$ cat src/rtl/sfc_pkg.sv
// Package: register map, field layout and encodings of the FIFO configuration block
package sfc_pkg;
  // Register byte offsets
  localparam logic [7:0] FIFO_CONFIG_OFFS = 8'h00;
  localparam logic [7:0] MODE_CTRL_OFFS   = 8'h04;
  localparam logic [7:0] IRQ_STATUS_OFFS  = 8'h08;
  localparam logic [7:0] IRQ_MASK_OFFS    = 8'h0C;
  localparam logic [7:0] FIFO_STATE_OFFS  = 8'h10;
  localparam logic [7:0] RX_QUEUE_OFFS    = 8'h14;

  // fifo_config fields
  localparam int CFG_FIFO_EN_BIT   = 0;
  localparam int CFG_AUTO_STOP_BIT = 1;
  localparam int CFG_RX_IRQ_BIT    = 2;
  localparam int CFG_TX_IRQ_BIT    = 3;
  localparam int CFG_RX_USAGE_BIT  = 4;
  localparam int CFG_WIDTH         = 8;
  localparam logic [7:0] CFG_RESET = 8'h00;

  // mode_ctrl fields
  localparam int MODE_RXE_BIT   = 0;
  localparam int MODE_TXE_BIT   = 1;
  localparam int MODE_DPX_LSB   = 2;
  localparam logic [3:0] MODE_RESET = 4'h0;

  // rx_queue_ctrl fill-level field
  localparam logic [1:0] RXQ_RESET = 2'h0;

  // Interrupt status bits
  localparam int IRQ_TX_LEVEL_BIT = 0;
  localparam int IRQ_RX_LEVEL_BIT = 1;
  localparam int IRQ_RX_STOP_BIT  = 2;
  localparam int IRQ_TX_STOP_BIT  = 3;
  localparam int IRQ_WIDTH        = 4;
  localparam logic [3:0] IRQ_RESET = 4'h0;

  // Depths in bytes
  localparam logic [2:0] DEPTH_HALF = 3'h4;
  localparam logic [2:0] DEPTH_FULL = 3'h2;

  typedef enum logic [1:0] {
    DPX_OFF     = 2'b00,
    DPX_HALF_RX = 2'b01,
    DPX_HALF_TX = 2'b10,
    DPX_FULL    = 2'b11
  } sfc_dpx_t;
endpackage : sfc_pkg

$ cat src/rtl/sfc_sizer.sv
// Depth and threshold calculation from duplex and configuration
`timescale 1ns/100ps
`default_nettype none
module sfc_sizer (
  input  wire logic [1:0] duplex,
  input  wire logic       fifo_en,
  input  wire logic       rx_usage_select,
  input  wire logic [1:0] rx_fill_code,
  output logic      [2:0] rx_depth,
  output logic      [2:0] tx_depth,
  output logic      [2:0] rx_fill_level,
  output logic      [2:0] rx_used
);
  wire logic half_rx = duplex == sfc_pkg::DPX_HALF_RX;
  wire logic half_tx = duplex == sfc_pkg::DPX_HALF_TX;
  wire logic full    = duplex == sfc_pkg::DPX_FULL;
  wire logic rx_fifo_on = fifo_en && (half_rx || full);
  wire logic [2:0] half_lvl = (rx_fill_code == 2'h0) ? sfc_pkg::DEPTH_HALF : {1'b0, rx_fill_code};
  wire logic [2:0] full_lvl = rx_fill_code[0] ? 3'h1 : sfc_pkg::DEPTH_FULL;

  assign rx_depth = !fifo_en ? 3'h1 : half_rx ? sfc_pkg::DEPTH_HALF : full ? sfc_pkg::DEPTH_FULL : 3'h1;
  assign tx_depth = !fifo_en ? 3'h1 : half_tx ? sfc_pkg::DEPTH_HALF : full ? sfc_pkg::DEPTH_FULL : 3'h1;
  assign rx_fill_level = full ? full_lvl : half_lvl;
  assign rx_used = (rx_fifo_on && rx_usage_select) ? rx_fill_level : rx_depth;
endmodule : sfc_sizer
`default_nettype wire

$ cat src/rtl/sfc_top.sv
// Serial channel FIFO configuration, sizing, auto-stop and interrupts
`timescale 1ns/100ps
`default_nettype none
// How it works
// - Usage bit picks full depth or level
// - Transmit level interrupt gated by enable
// - Receive level interrupt gated by enable
// - Half receive full clears receive enable
// - Half transmit empty clears transmit enable
// - Full duplex: either condition clears both
// - Enable bit on sizes FIFO from duplex
// - Half duplex: 4 bytes, active direction
// - Full duplex: 2 plus 2 bytes
// - Transmit FIFO offers its full depth
// - Fill code maps to receive threshold
module sfc_top (
  input  wire logic        clk,
  input  wire logic        rst,
  input  wire logic        psel,
  input  wire logic        penable,
  input  wire logic        pwrite,
  input  wire logic [7:0]  paddr,
  input  wire logic [31:0] pwdata,
  output logic      [31:0] prdata,
  output logic             pready,
  output logic             pslverr,
  input  wire logic [2:0]  rx_count,
  input  wire logic [2:0]  tx_count,
  input  wire logic        rx_shift_full,
  input  wire logic        rx_buf_full,
  input  wire logic        tx_shift_empty,
  input  wire logic        tx_buf_empty,
  input  wire logic        rx_level_evt,
  input  wire logic        tx_level_evt,
  output logic             rx_enable,
  output logic             tx_enable,
  output logic      [2:0]  rx_depth,
  output logic      [2:0]  tx_depth,
  output logic      [2:0]  rx_used,
  output logic             irq
);
  logic [7:0] cfg_r;
  logic [3:0] mode_r;
  logic [1:0] rxq_r;
  logic [3:0] ist_r;
  logic [3:0] imask_r;
  logic [3:0] ist_nxt;
  logic [3:0] mode_nxt;
  logic [2:0] rx_fill_level;

  wire logic       wr_en   = psel && penable && pwrite;
  wire logic       sel_cfg = paddr == sfc_pkg::FIFO_CONFIG_OFFS;
  wire logic       sel_mod = paddr == sfc_pkg::MODE_CTRL_OFFS;
  wire logic       sel_ist = paddr == sfc_pkg::IRQ_STATUS_OFFS;
  wire logic       sel_msk = paddr == sfc_pkg::IRQ_MASK_OFFS;
  wire logic       sel_sta = paddr == sfc_pkg::FIFO_STATE_OFFS;
  wire logic       sel_rxq = paddr == sfc_pkg::RX_QUEUE_OFFS;
  wire logic       mapped  = sel_cfg | sel_mod | sel_ist | sel_msk | sel_sta | sel_rxq;
  wire logic [1:0] duplex  = mode_r[sfc_pkg::MODE_DPX_LSB +: 2];
  wire logic       fifo_en = cfg_r[sfc_pkg::CFG_FIFO_EN_BIT];
  wire logic       auto_xfer_stop  = fifo_en && cfg_r[sfc_pkg::CFG_AUTO_STOP_BIT];
  wire logic       tx_level_irq_en = fifo_en && cfg_r[sfc_pkg::CFG_TX_IRQ_BIT];
  wire logic       rx_level_irq_en = fifo_en && cfg_r[sfc_pkg::CFG_RX_IRQ_BIT];
  wire logic       full_dpx = duplex == sfc_pkg::DPX_FULL;
  wire logic       rx_full_cond = rx_shift_full && rx_buf_full && (rx_count >= rx_used);
  wire logic       tx_empty_cond = tx_shift_empty && tx_buf_empty && (tx_count == 3'h0);
  wire logic       rx_stop = auto_xfer_stop && ((duplex == sfc_pkg::DPX_HALF_RX && rx_full_cond) ||
                                                (full_dpx && (rx_full_cond || tx_empty_cond)));
  wire logic       tx_stop = auto_xfer_stop && ((duplex == sfc_pkg::DPX_HALF_TX && tx_empty_cond) ||
                                                (full_dpx && (rx_full_cond || tx_empty_cond)));
  wire logic [3:0] evt = {tx_stop && mode_r[sfc_pkg::MODE_TXE_BIT],
                          rx_stop && mode_r[sfc_pkg::MODE_RXE_BIT],
                          rx_level_evt && rx_level_irq_en,
                          tx_level_evt && tx_level_irq_en};
  wire logic [3:0] ist_clr = (wr_en && sel_ist) ? pwdata[3:0] : 4'h0;

  sfc_sizer u_sizer (
    .duplex          (duplex),
    .fifo_en         (fifo_en),
    .rx_usage_select (cfg_r[sfc_pkg::CFG_RX_USAGE_BIT]),
    .rx_fill_code    (rxq_r),
    .rx_depth        (rx_depth),
    .tx_depth        (tx_depth),
    .rx_fill_level   (rx_fill_level),
    .rx_used         (rx_used)
  );

  // Set wins over write-one clear
  assign ist_nxt = (ist_r & ~ist_clr) | evt;

  always_comb begin
    mode_nxt = mode_r;
    if (wr_en && sel_mod) begin
      mode_nxt = pwdata[3:0];
    end
    if (rx_stop) begin
      mode_nxt[sfc_pkg::MODE_RXE_BIT] = 1'b0;
    end
    if (tx_stop) begin
      mode_nxt[sfc_pkg::MODE_TXE_BIT] = 1'b0;
    end
  end

  always_ff @(posedge clk or posedge rst) begin
    if (rst) begin
      cfg_r   <= sfc_pkg::CFG_RESET;
      mode_r  <= sfc_pkg::MODE_RESET;
      rxq_r   <= sfc_pkg::RXQ_RESET;
      ist_r   <= sfc_pkg::IRQ_RESET;
      imask_r <= sfc_pkg::IRQ_RESET;
    end else begin
      mode_r <= mode_nxt;
      ist_r  <= ist_nxt;
      if (wr_en && sel_cfg) begin
        cfg_r <= pwdata[7:0];
      end
      if (wr_en && sel_rxq) begin
        rxq_r <= pwdata[1:0];
      end
      if (wr_en && sel_msk) begin
        imask_r <= pwdata[3:0];
      end
    end
  end

  wire logic [31:0] rd_mux = sel_cfg ? {24'h0, cfg_r} :
                             sel_mod ? {28'h0, mode_r} :
                             sel_ist ? {28'h0, ist_r} :
                             sel_msk ? {28'h0, imask_r} :
                             sel_sta ? {23'h0, rx_fill_level, tx_depth, rx_used} :
                             sel_rxq ? {30'h0, rxq_r} : 32'h0;

  always_ff @(posedge clk or posedge rst) begin
    if (rst) begin
      prdata <= 32'h0;
    end else if (psel && !penable && !pwrite) begin
      prdata <= rd_mux;
    end
  end

  assign pready    = 1'b1;
  assign pslverr   = psel && penable && !mapped;
  assign rx_enable = mode_r[sfc_pkg::MODE_RXE_BIT];
  assign tx_enable = mode_r[sfc_pkg::MODE_TXE_BIT];
  assign irq       = |(ist_r & imask_r);
endmodule : sfc_top
`default_nettype wire

$ cat config.mk
export PLATFORM = sky130hd
export DESIGN_NAME = sfc_top
export DESIGN_NICKNAME = d
export VERILOG_FILES = /design/src/rtl/sfc_pkg.sv /design/src/rtl/sfc_sizer.sv /design/src/rtl/sfc_top.sv
export SDC_FILE = /design/constraint.sdc
export NUM_CORES = 1
export LEC_CHECK = 0
export ABC_AREA = 1
export BUFFER_PORTS_ARGS = -buffer_cell sky130_fd_sc_hd__buf_2
export CAP_MARGIN = 20
export CELL_PAD_IN_SITES_DETAIL_PLACEMENT = 1
export CELL_PAD_IN_SITES_GLOBAL_PLACEMENT = 2
export CORE_ASPECT_RATIO = 2
export CORE_MARGIN = 3
export CORE_UTILIZATION = 22
export CTS_BUF_LIST = sky130_fd_sc_hd__clkbuf_16
export CTS_CLUSTER_DIAMETER = 120
export DETAILED_ROUTE_END_ITERATION = 8
export GPL_TIMING_DRIVEN = 0
export PLACE_DENSITY = 0.74
export SYNTH_ARGS = -nofsm -noshare
export SYNTH_HDL_FRONTEND = slang
export SYNTH_HIERARCHICAL = 1
export SYNTH_SLANG_ARGS = --single-unit
$ cat constraint.sdc
create_clock -name clk -period 1.6 [get_ports clk]
set_input_delay 0.24 -clock clk [delete_from_list [all_inputs] [get_ports clk]]
set_output_delay 0.24 -clock clk [all_outputs]
set_load 0.01 [all_outputs]
# Word-level counts from Yosys, hierarchy flattened
# Index checks and enable logic that the tools add are counted.
# totals
elab_cells,86
mem_bits_ro,0
mem_bits_rw,0
input_bits,57
output_inout_bits,46
latchBits,0
memories,0
regBits,54
# op_classes
muxes,19
n_bitwise,9
reduce_logical,41
n_lt_le_gt_ge,1
n_shift,0
n_mul,0
eq_ne,8
n_addsub,0
n_div,0
# op_table
cell,count
2-to-1 mux 9 bit,5
logical AND 1 bit,28
2-to-1 mux 3 bit,7
"== test 8 x 4 -> 1 bit, second input constant",2
"== test 8 x 5 -> 1 bit, second input constant",2
AND 4 bit,2
"== test 8 x 3 -> 1 bit, second input constant",1
zero test 8 bit,1
2-to-1 mux 2 bit,4
OR 1 bit,5
"== test 2 bit, second input constant",2
logical OR 1 bit,4
2-to-1 mux 4 bit,1
inverter 4 bit,1
OR 4 bit,1
nonzero test 2 bit,2
OR reduction 4 bit,1
>= comparator 3 bit,1
zero test 1 bit,3
zero test 3 bit,1
"== test 2 x 1 -> 1 bit, second input constant",1
zero test 2 bit,1
2-to-1 mux 1 bit,2

# Logic depth before layout (Yosys ltp)
# depth
word_depth,13
ltp_mapped,13
ltp_nobuf,13

# Hierarchy
# Netlist, hierarchy kept.
# by_module_without_submodules
module,area_per_inst_um2,seq_area_each_um2,n_inst,cells_per_inst
sfc_top,2052.0,775.7,1,265
sfc_sizer,131.4,0.0,1,26

# Worst setup path after synthesis
# OpenSTA, ideal clock, no wires.
# synth_path
kind,flip-flop to flip-flop
start,reg cfg_r[0]
end,reg ist_r[2]
slack_ns,-0.244
period_less_slack_ns,1.844
path_buffers,0
t_arrival_ns,1.725
stages_incl_launch_ff,13
setup_ns,0.118
required_ns,1.482
cell_sequence,dfrtp_1 -> nand2_2 -> nor2_4 -> nand2_1 -> o21ai_2 -> inv_1 -> ha_1 -> a21oi_1 -> nand3_1 -> nand3_1 -> nand2_1 -> nand4_1 -> nand2_1
# synth_between
word_cells_on_any_way,14
classes_between,order compare: 1; mux: 2; bitwise: 1; reduce/logical: 10
# synth_lines
element,line,rtl
start: declaration,sfc_top.sv:42,logic [7:0] cfg_r;
start signal: assignment,sfc_top.sv:106,cfg_r <= sfc_pkg::CFG_RESET;
start signal: assignment,sfc_top.sv:115,cfg_r <= pwdata[7:0];
2-to-1 mux 3 bit (*),sfc_sizer.sv:21,assign rx_depth = !fifo_en ? 3'h1 : half_rx ? sfc_pkg::DEPTH_HALF : full ? sfc_pkg::DEPTH_FULL : 3'h1;
net rx_depth[0],sfc_top.sv:37,"output logic [2:0] rx_depth,"
2-to-1 mux 3 bit (*),sfc_sizer.sv:24,assign rx_used = (rx_fifo_on && rx_usage_select) ? rx_fill_level : rx_depth;
>= comparator 3 bit (*),sfc_top.sv:65,wire logic rx_full_cond = rx_shift_full && rx_buf_full && (rx_count >= rx_used);
logical AND 1 bit (*),sfc_top.sv:65,
logical OR 1 bit,sfc_top.sv:68,(full_dpx && (rx_full_cond || tx_empty_cond)));
logical AND 1 bit,sfc_top.sv:68,
logical OR 1 bit (*),sfc_top.sv:67,wire logic rx_stop = auto_xfer_stop && ((duplex == sfc_pkg::DPX_HALF_RX && rx_full_cond) ||
logical AND 1 bit (*),sfc_top.sv:67,
logical AND 1 bit (*),sfc_top.sv:72,"rx_stop && mode_r[sfc_pkg::MODE_RXE_BIT],"
OR 4 bit (*),sfc_top.sv:89,assign ist_nxt = (ist_r & ~ist_clr) | evt;
net ist_nxt[2],sfc_top.sv:47,logic [3:0] ist_nxt;
end signal: assignment,sfc_top.sv:109,ist_r <= sfc_pkg::IRQ_RESET;
end signal: assignment,sfc_top.sv:113,ist_r <= ist_nxt;
end: declaration,sfc_top.sv:45,logic [3:0] ist_r;
# The timed path passes the listed nets; every way through them passes the cells marked *.
# A chain may end at the register's enable or synchronous reset.

# Worst setup path in the final report
# layout_path
start,reg mode_r[2]
end,reg mode_r[1]
# layout_between
elab_chain_cells,12
word_cells_on_any_way,20
classes_between,order compare: 1; eq/ne: 3; mux: 6; reduce/logical: 10
# layout_lines
element,line,rtl
start: declaration,sfc_top.sv:43,logic [3:0] mode_r;
start signal: assignment,sfc_top.sv:107,mode_r <= sfc_pkg::MODE_RESET;
start signal: assignment,sfc_top.sv:112,mode_r <= mode_nxt;
== test 2 bit or == test 2 x 1 -> 1 bit (tied branches),"sfc_sizer.sv:16, sfc_top.sv:64, sfc_sizer.sv:14",
2-to-1 mux 2 bit or logical OR 1 bit (tied branches),"sfc_sizer.sv:21, sfc_sizer.sv:17",
2-to-1 mux 3 bit or logical AND 1 bit (tied branches),"sfc_sizer.sv:21, sfc_sizer.sv:17",
2-to-1 mux 3 bit or logical AND 1 bit (tied branches),"sfc_sizer.sv:21, sfc_sizer.sv:24",
2-to-1 mux 3 bit,sfc_sizer.sv:24,
>= comparator 3 bit,sfc_top.sv:65,
logical AND 1 bit,sfc_top.sv:65,
logical OR 1 bit,sfc_top.sv:70,(full_dpx && (rx_full_cond || tx_empty_cond)));
logical AND 1 bit,sfc_top.sv:70,
logical OR 1 bit (*),sfc_top.sv:69,wire logic tx_stop = auto_xfer_stop && ((duplex == sfc_pkg::DPX_HALF_TX && tx_empty_cond) ||
logical AND 1 bit (*),sfc_top.sv:69,
2-to-1 mux 1 bit or nonzero test 2 bit (tied branches),n/a,
# Every way passes the cells marked *; elsewhere a longest branch is shown, timed or not.

==> impl_metrics.json <==
{
  "outcome": "finished with violations",
  "violations": "setup timing",
  "reg2regPathDepth": 13,
  "clkPwrFrac_pct": 44.1,
  "grt_max_degree": 22,
  "ys_top_cells_by_area": "dfrtp_1 (36%), nand2_1 (11%), buf_4 (8.6%), nand3_1 (6.6%), inv_1 (6.0%)",
  "cp_slowest_cell": "dfrtp_2",
  "routabilityCongestion": 0.793,
  "rsz0062_at_grt": "yes",
  "io_buffers": 54,
  "cp_top_family": "simple AND/OR/NAND/NOR gates",
  "use_met2_pct": 26.9,
  "p_sw_mw": 0.609,
  "synth_warnings": 6,
  "mappedNetlistArea_um2": 2180,
  "synth_sequential_area_ratio_pct": 35.5,
  "critPathCaptureType": "flip-flop",
  "grt_pass1_vias": 2311,
  "holdPathStages": 3,
  "drive_gt1_share_pct": 42.9,
  "final_nets": 448,
  "slowest_delay_ps": 480,
  "synth_most_common_cell": "nand2_1",
  "core.rowCount": 50,
  "vdd_drop_max_uv": 350,
  "worst-path-max-fanout": 6,
  "hold_viol": 0,
  "fin_crit_sh_pct": 112,
  "avgSynthCellArea_um2": 7.50,
  "async_flop_share_pct": 100,
  "dp.final_hpwl_um": 5720,
  "synth_common_cells": "nand2_1 (65), inv_1 (35), dfrtp_1 (31)",
  "p_leak_nw": 1.71,
  "design_area_um2": 3160,
  "dieArea_um2": 11200,
  "drtPass1Iterations": 4,
  "coreArea_um2": 9510,
  "synth_top_area_share_pct": 35.5,
  "cts_buffer_depth": 2,
  "drv_cap": 0,
  "path_common_cell": "nand3_4",
  "wire_per_inst_um": 13.9,
  "worstPathCellList": "nand2_4 > nor2_4 > nand2_2 > nand2_2 > inv_2 > ha_4 > nand3_4 > nand3_4 > nand3_4 > nand2_4 > nand3_2 > nand2_1 > inv_1",
  "power_frac_seq_pct": 38.8,
  "io_pins": 103,
  "synth-edff-count": 0,
  "cts_sinks": 31,
  "setup_violations": 6,
  "place_worst_setup_slack_ps": -463,
  "post_dp_cell_area_um2": 2770,
  "max_slew_margin_pct": 65.6,
  "cp-start-kind": "flip-flop",
  "grt_use_met3_pct": 1.72,
  "worstMarginPinSlew_ps": 515,
  "cp_num_buf_inv": 2,
  "clock_latency_ps": 290,
  "synth_ff_type": "dfrtp_1",
  "cts_tree": "done",
  "dp.cells": 498,
  "die_x_um": 76.4,
  "synth.distinct_cells": 33,
  "final_core_util_pct": 33.2,
  "final_antenna_net_count": 0,
  "grt.busiest_layer": "met2",
  "grt_pass1_wl_um": 11800,
  "hold_path_class": "input pin to flip-flop",
  "drc_errors": 0,
  "p_int_mw": 1.55,
  "power_density_nw_per_um2": 685,
  "n_antenna_cell": 0,
  "cp.depth": 13,
  "crit_required_ps": 1780,
  "synthCells": 291,
  "wl_um": 7230,
  "die_height_um": 147,
  "syn2layout_area_growth_pct": 44.5,
  "first_iter_violations": 46,
  "grtUsageMet1_pct": 13.1,
  "antenna_found_initial": 0,
  "cts_root_buffer": "clkbuf_16",
  "fmax_mhz": 556,
  "ys_ff_latch": 31,
  "setup_tns_ps": -931,
  "gr-total-overflow": 0,
  "yosysTopAreaCell": "dfrtp_1",
  "cts.htree.levels": 2,
  "skew_ps": 4.55,
  "final_cells": 519,
  "timing.final.max_slew_violations": 0,
  "clk_pin_slew_ps": 60,
  "floorplan.initialDensity_pct": 23.0,
  "swShare_pct": 28.2,
  "viasPerCell": 4.14,
  "critPathKind": "flip-flop to flip-flop",
  "comb_power_share_pct": 17.1,
  "grt.total_usage_pct": 13.5,
  "finalWorstSetupSlack_ps": -197,
  "cp_data_arrival_time_ps": 1980,
  "min_period_ps": 1800,
  "vias": 2150,
  "numCtsBuffers": 5
}
-- worst register-to-register path, stage by stage (launching register included) --
cell,delay [ps]
dfrtp_2,480
nand2_4,110
nor2_4,130
nand2_2,50
nand2_2,80
inv_2,50
ha_4,280
nand3_4,80
nand3_4,110
nand3_4,80
nand2_4,80
nand3_2,60
nand2_1,60
inv_1,30
-- flip-flops by register name, summed over array words and instances (netlist names) --
name     flops
cfg_r        8
imask_r      4
ist_r        4
mode_r       4
prdata       9
rxq_r        2
-- repair_timing --
item,in CTS,in global routing
resized for setup,23,5
pin swaps,14,1
endpoints found under the setup margin,6,8
hold buffers,1,0
setup buffers,8,4
hold endpoints to repair,10,0
-- cell families (layout without fill, tap and decap cells) --
group / after synthesis / count (layout) / synth area share (%)
simple gates: 145 / 145 / 33.6
buf+inv: 70 / 146 / 16.8
compound gates: 39 / 39 / 11.3
flops: 31 / 31 / 35.5
fa+ha+maj: 3 / 3 / 1.72
other cells: 2 / 24 / 0.344
mux: 1 / 1 / 0.687
-- per-stage QoR --
step	hold slack, ps	total power [mW]
after global routing	200	2.27
final	192	2.16
after detailed placement	290	1.19
after floorplan	343	1.05
after global placement	463	1.17
after CTS	192	2.18
-- layer usage --
metal	share of wire (%)	up-vias	wire, um
met3	4.4	9	315
met5	0	-	0
met4	2.8	0	201
met1	36	1015	2570
met2	57	59	4140
li1	-	1067	-
-- worst paths after layout --
check	from	endpoint	slack (ps)
max in group asynchronous	rst	mode_r[2]$_DFFE_PP0P_	570
setup reg to reg	mode_r[2]$_DFFE_PP0P_	mode_r[1]$_DFFE_PP0P_	-200
hold / removal	pwdata[5]	cfg_r[5]$_DFFE_PP0P_	190
hold reg to reg	prdata[2]$_DFFE_PP0P_	prdata[2]$_DFFE_PP0P_	480
min in group asynchronous	rst	prdata[5]$_DFFE_PP0P_	520
setup / recovery	mode_r[2]$_DFFE_PP0P_	mode_r[1]$_DFFE_PP0P_	-200
-- layout make-up --
cell class / count / area (um^2)
Fill cell: 1234 / 6350
Multi-Input combinational cell: 212 / 1280
Sequential cell: 31 / 782
Timing Repair Buffer: 68 / 414
Buffer: 28 / 208
Tap cell: 130 / 163
Inverter: 42 / 160
Clock buffer: 5 / 125
Clock inverter: 3 / 20.0
-- power by group through the flow --
stage | clock network, mW | logic [mW] | registers, mW
4_1_cts | 0.973 | 0.370 | 0.838
5_1_grt | 1.02 | 0.411 | 0.843
6_report | 0.954 | 0.370 | 0.838
3_5_place_dp | 0 | 0.333 | 0.853
2_1_floorplan | 0 | 0.196 | 0.858
3_3_place_gp | 0 | 0.320 | 0.853
-- cell usage in the layout (no fill, tap or decap), types with 6 or more instances in the layout --
cell     netlist  routed
nand2_1       65      59
buf_2          1      53
nand3_1       29      21
inv_2          6       8
o21ai_0       15      15
dfrtp_1       31      26
buf_4         25      36
inv_1         35      33
nand2_4        4       8
nor2_1        21      20
conb_1         2      24
nand2_2        5       7
nor2_4         4       6
Note: power is estimated with default switching activity, not from simulation.
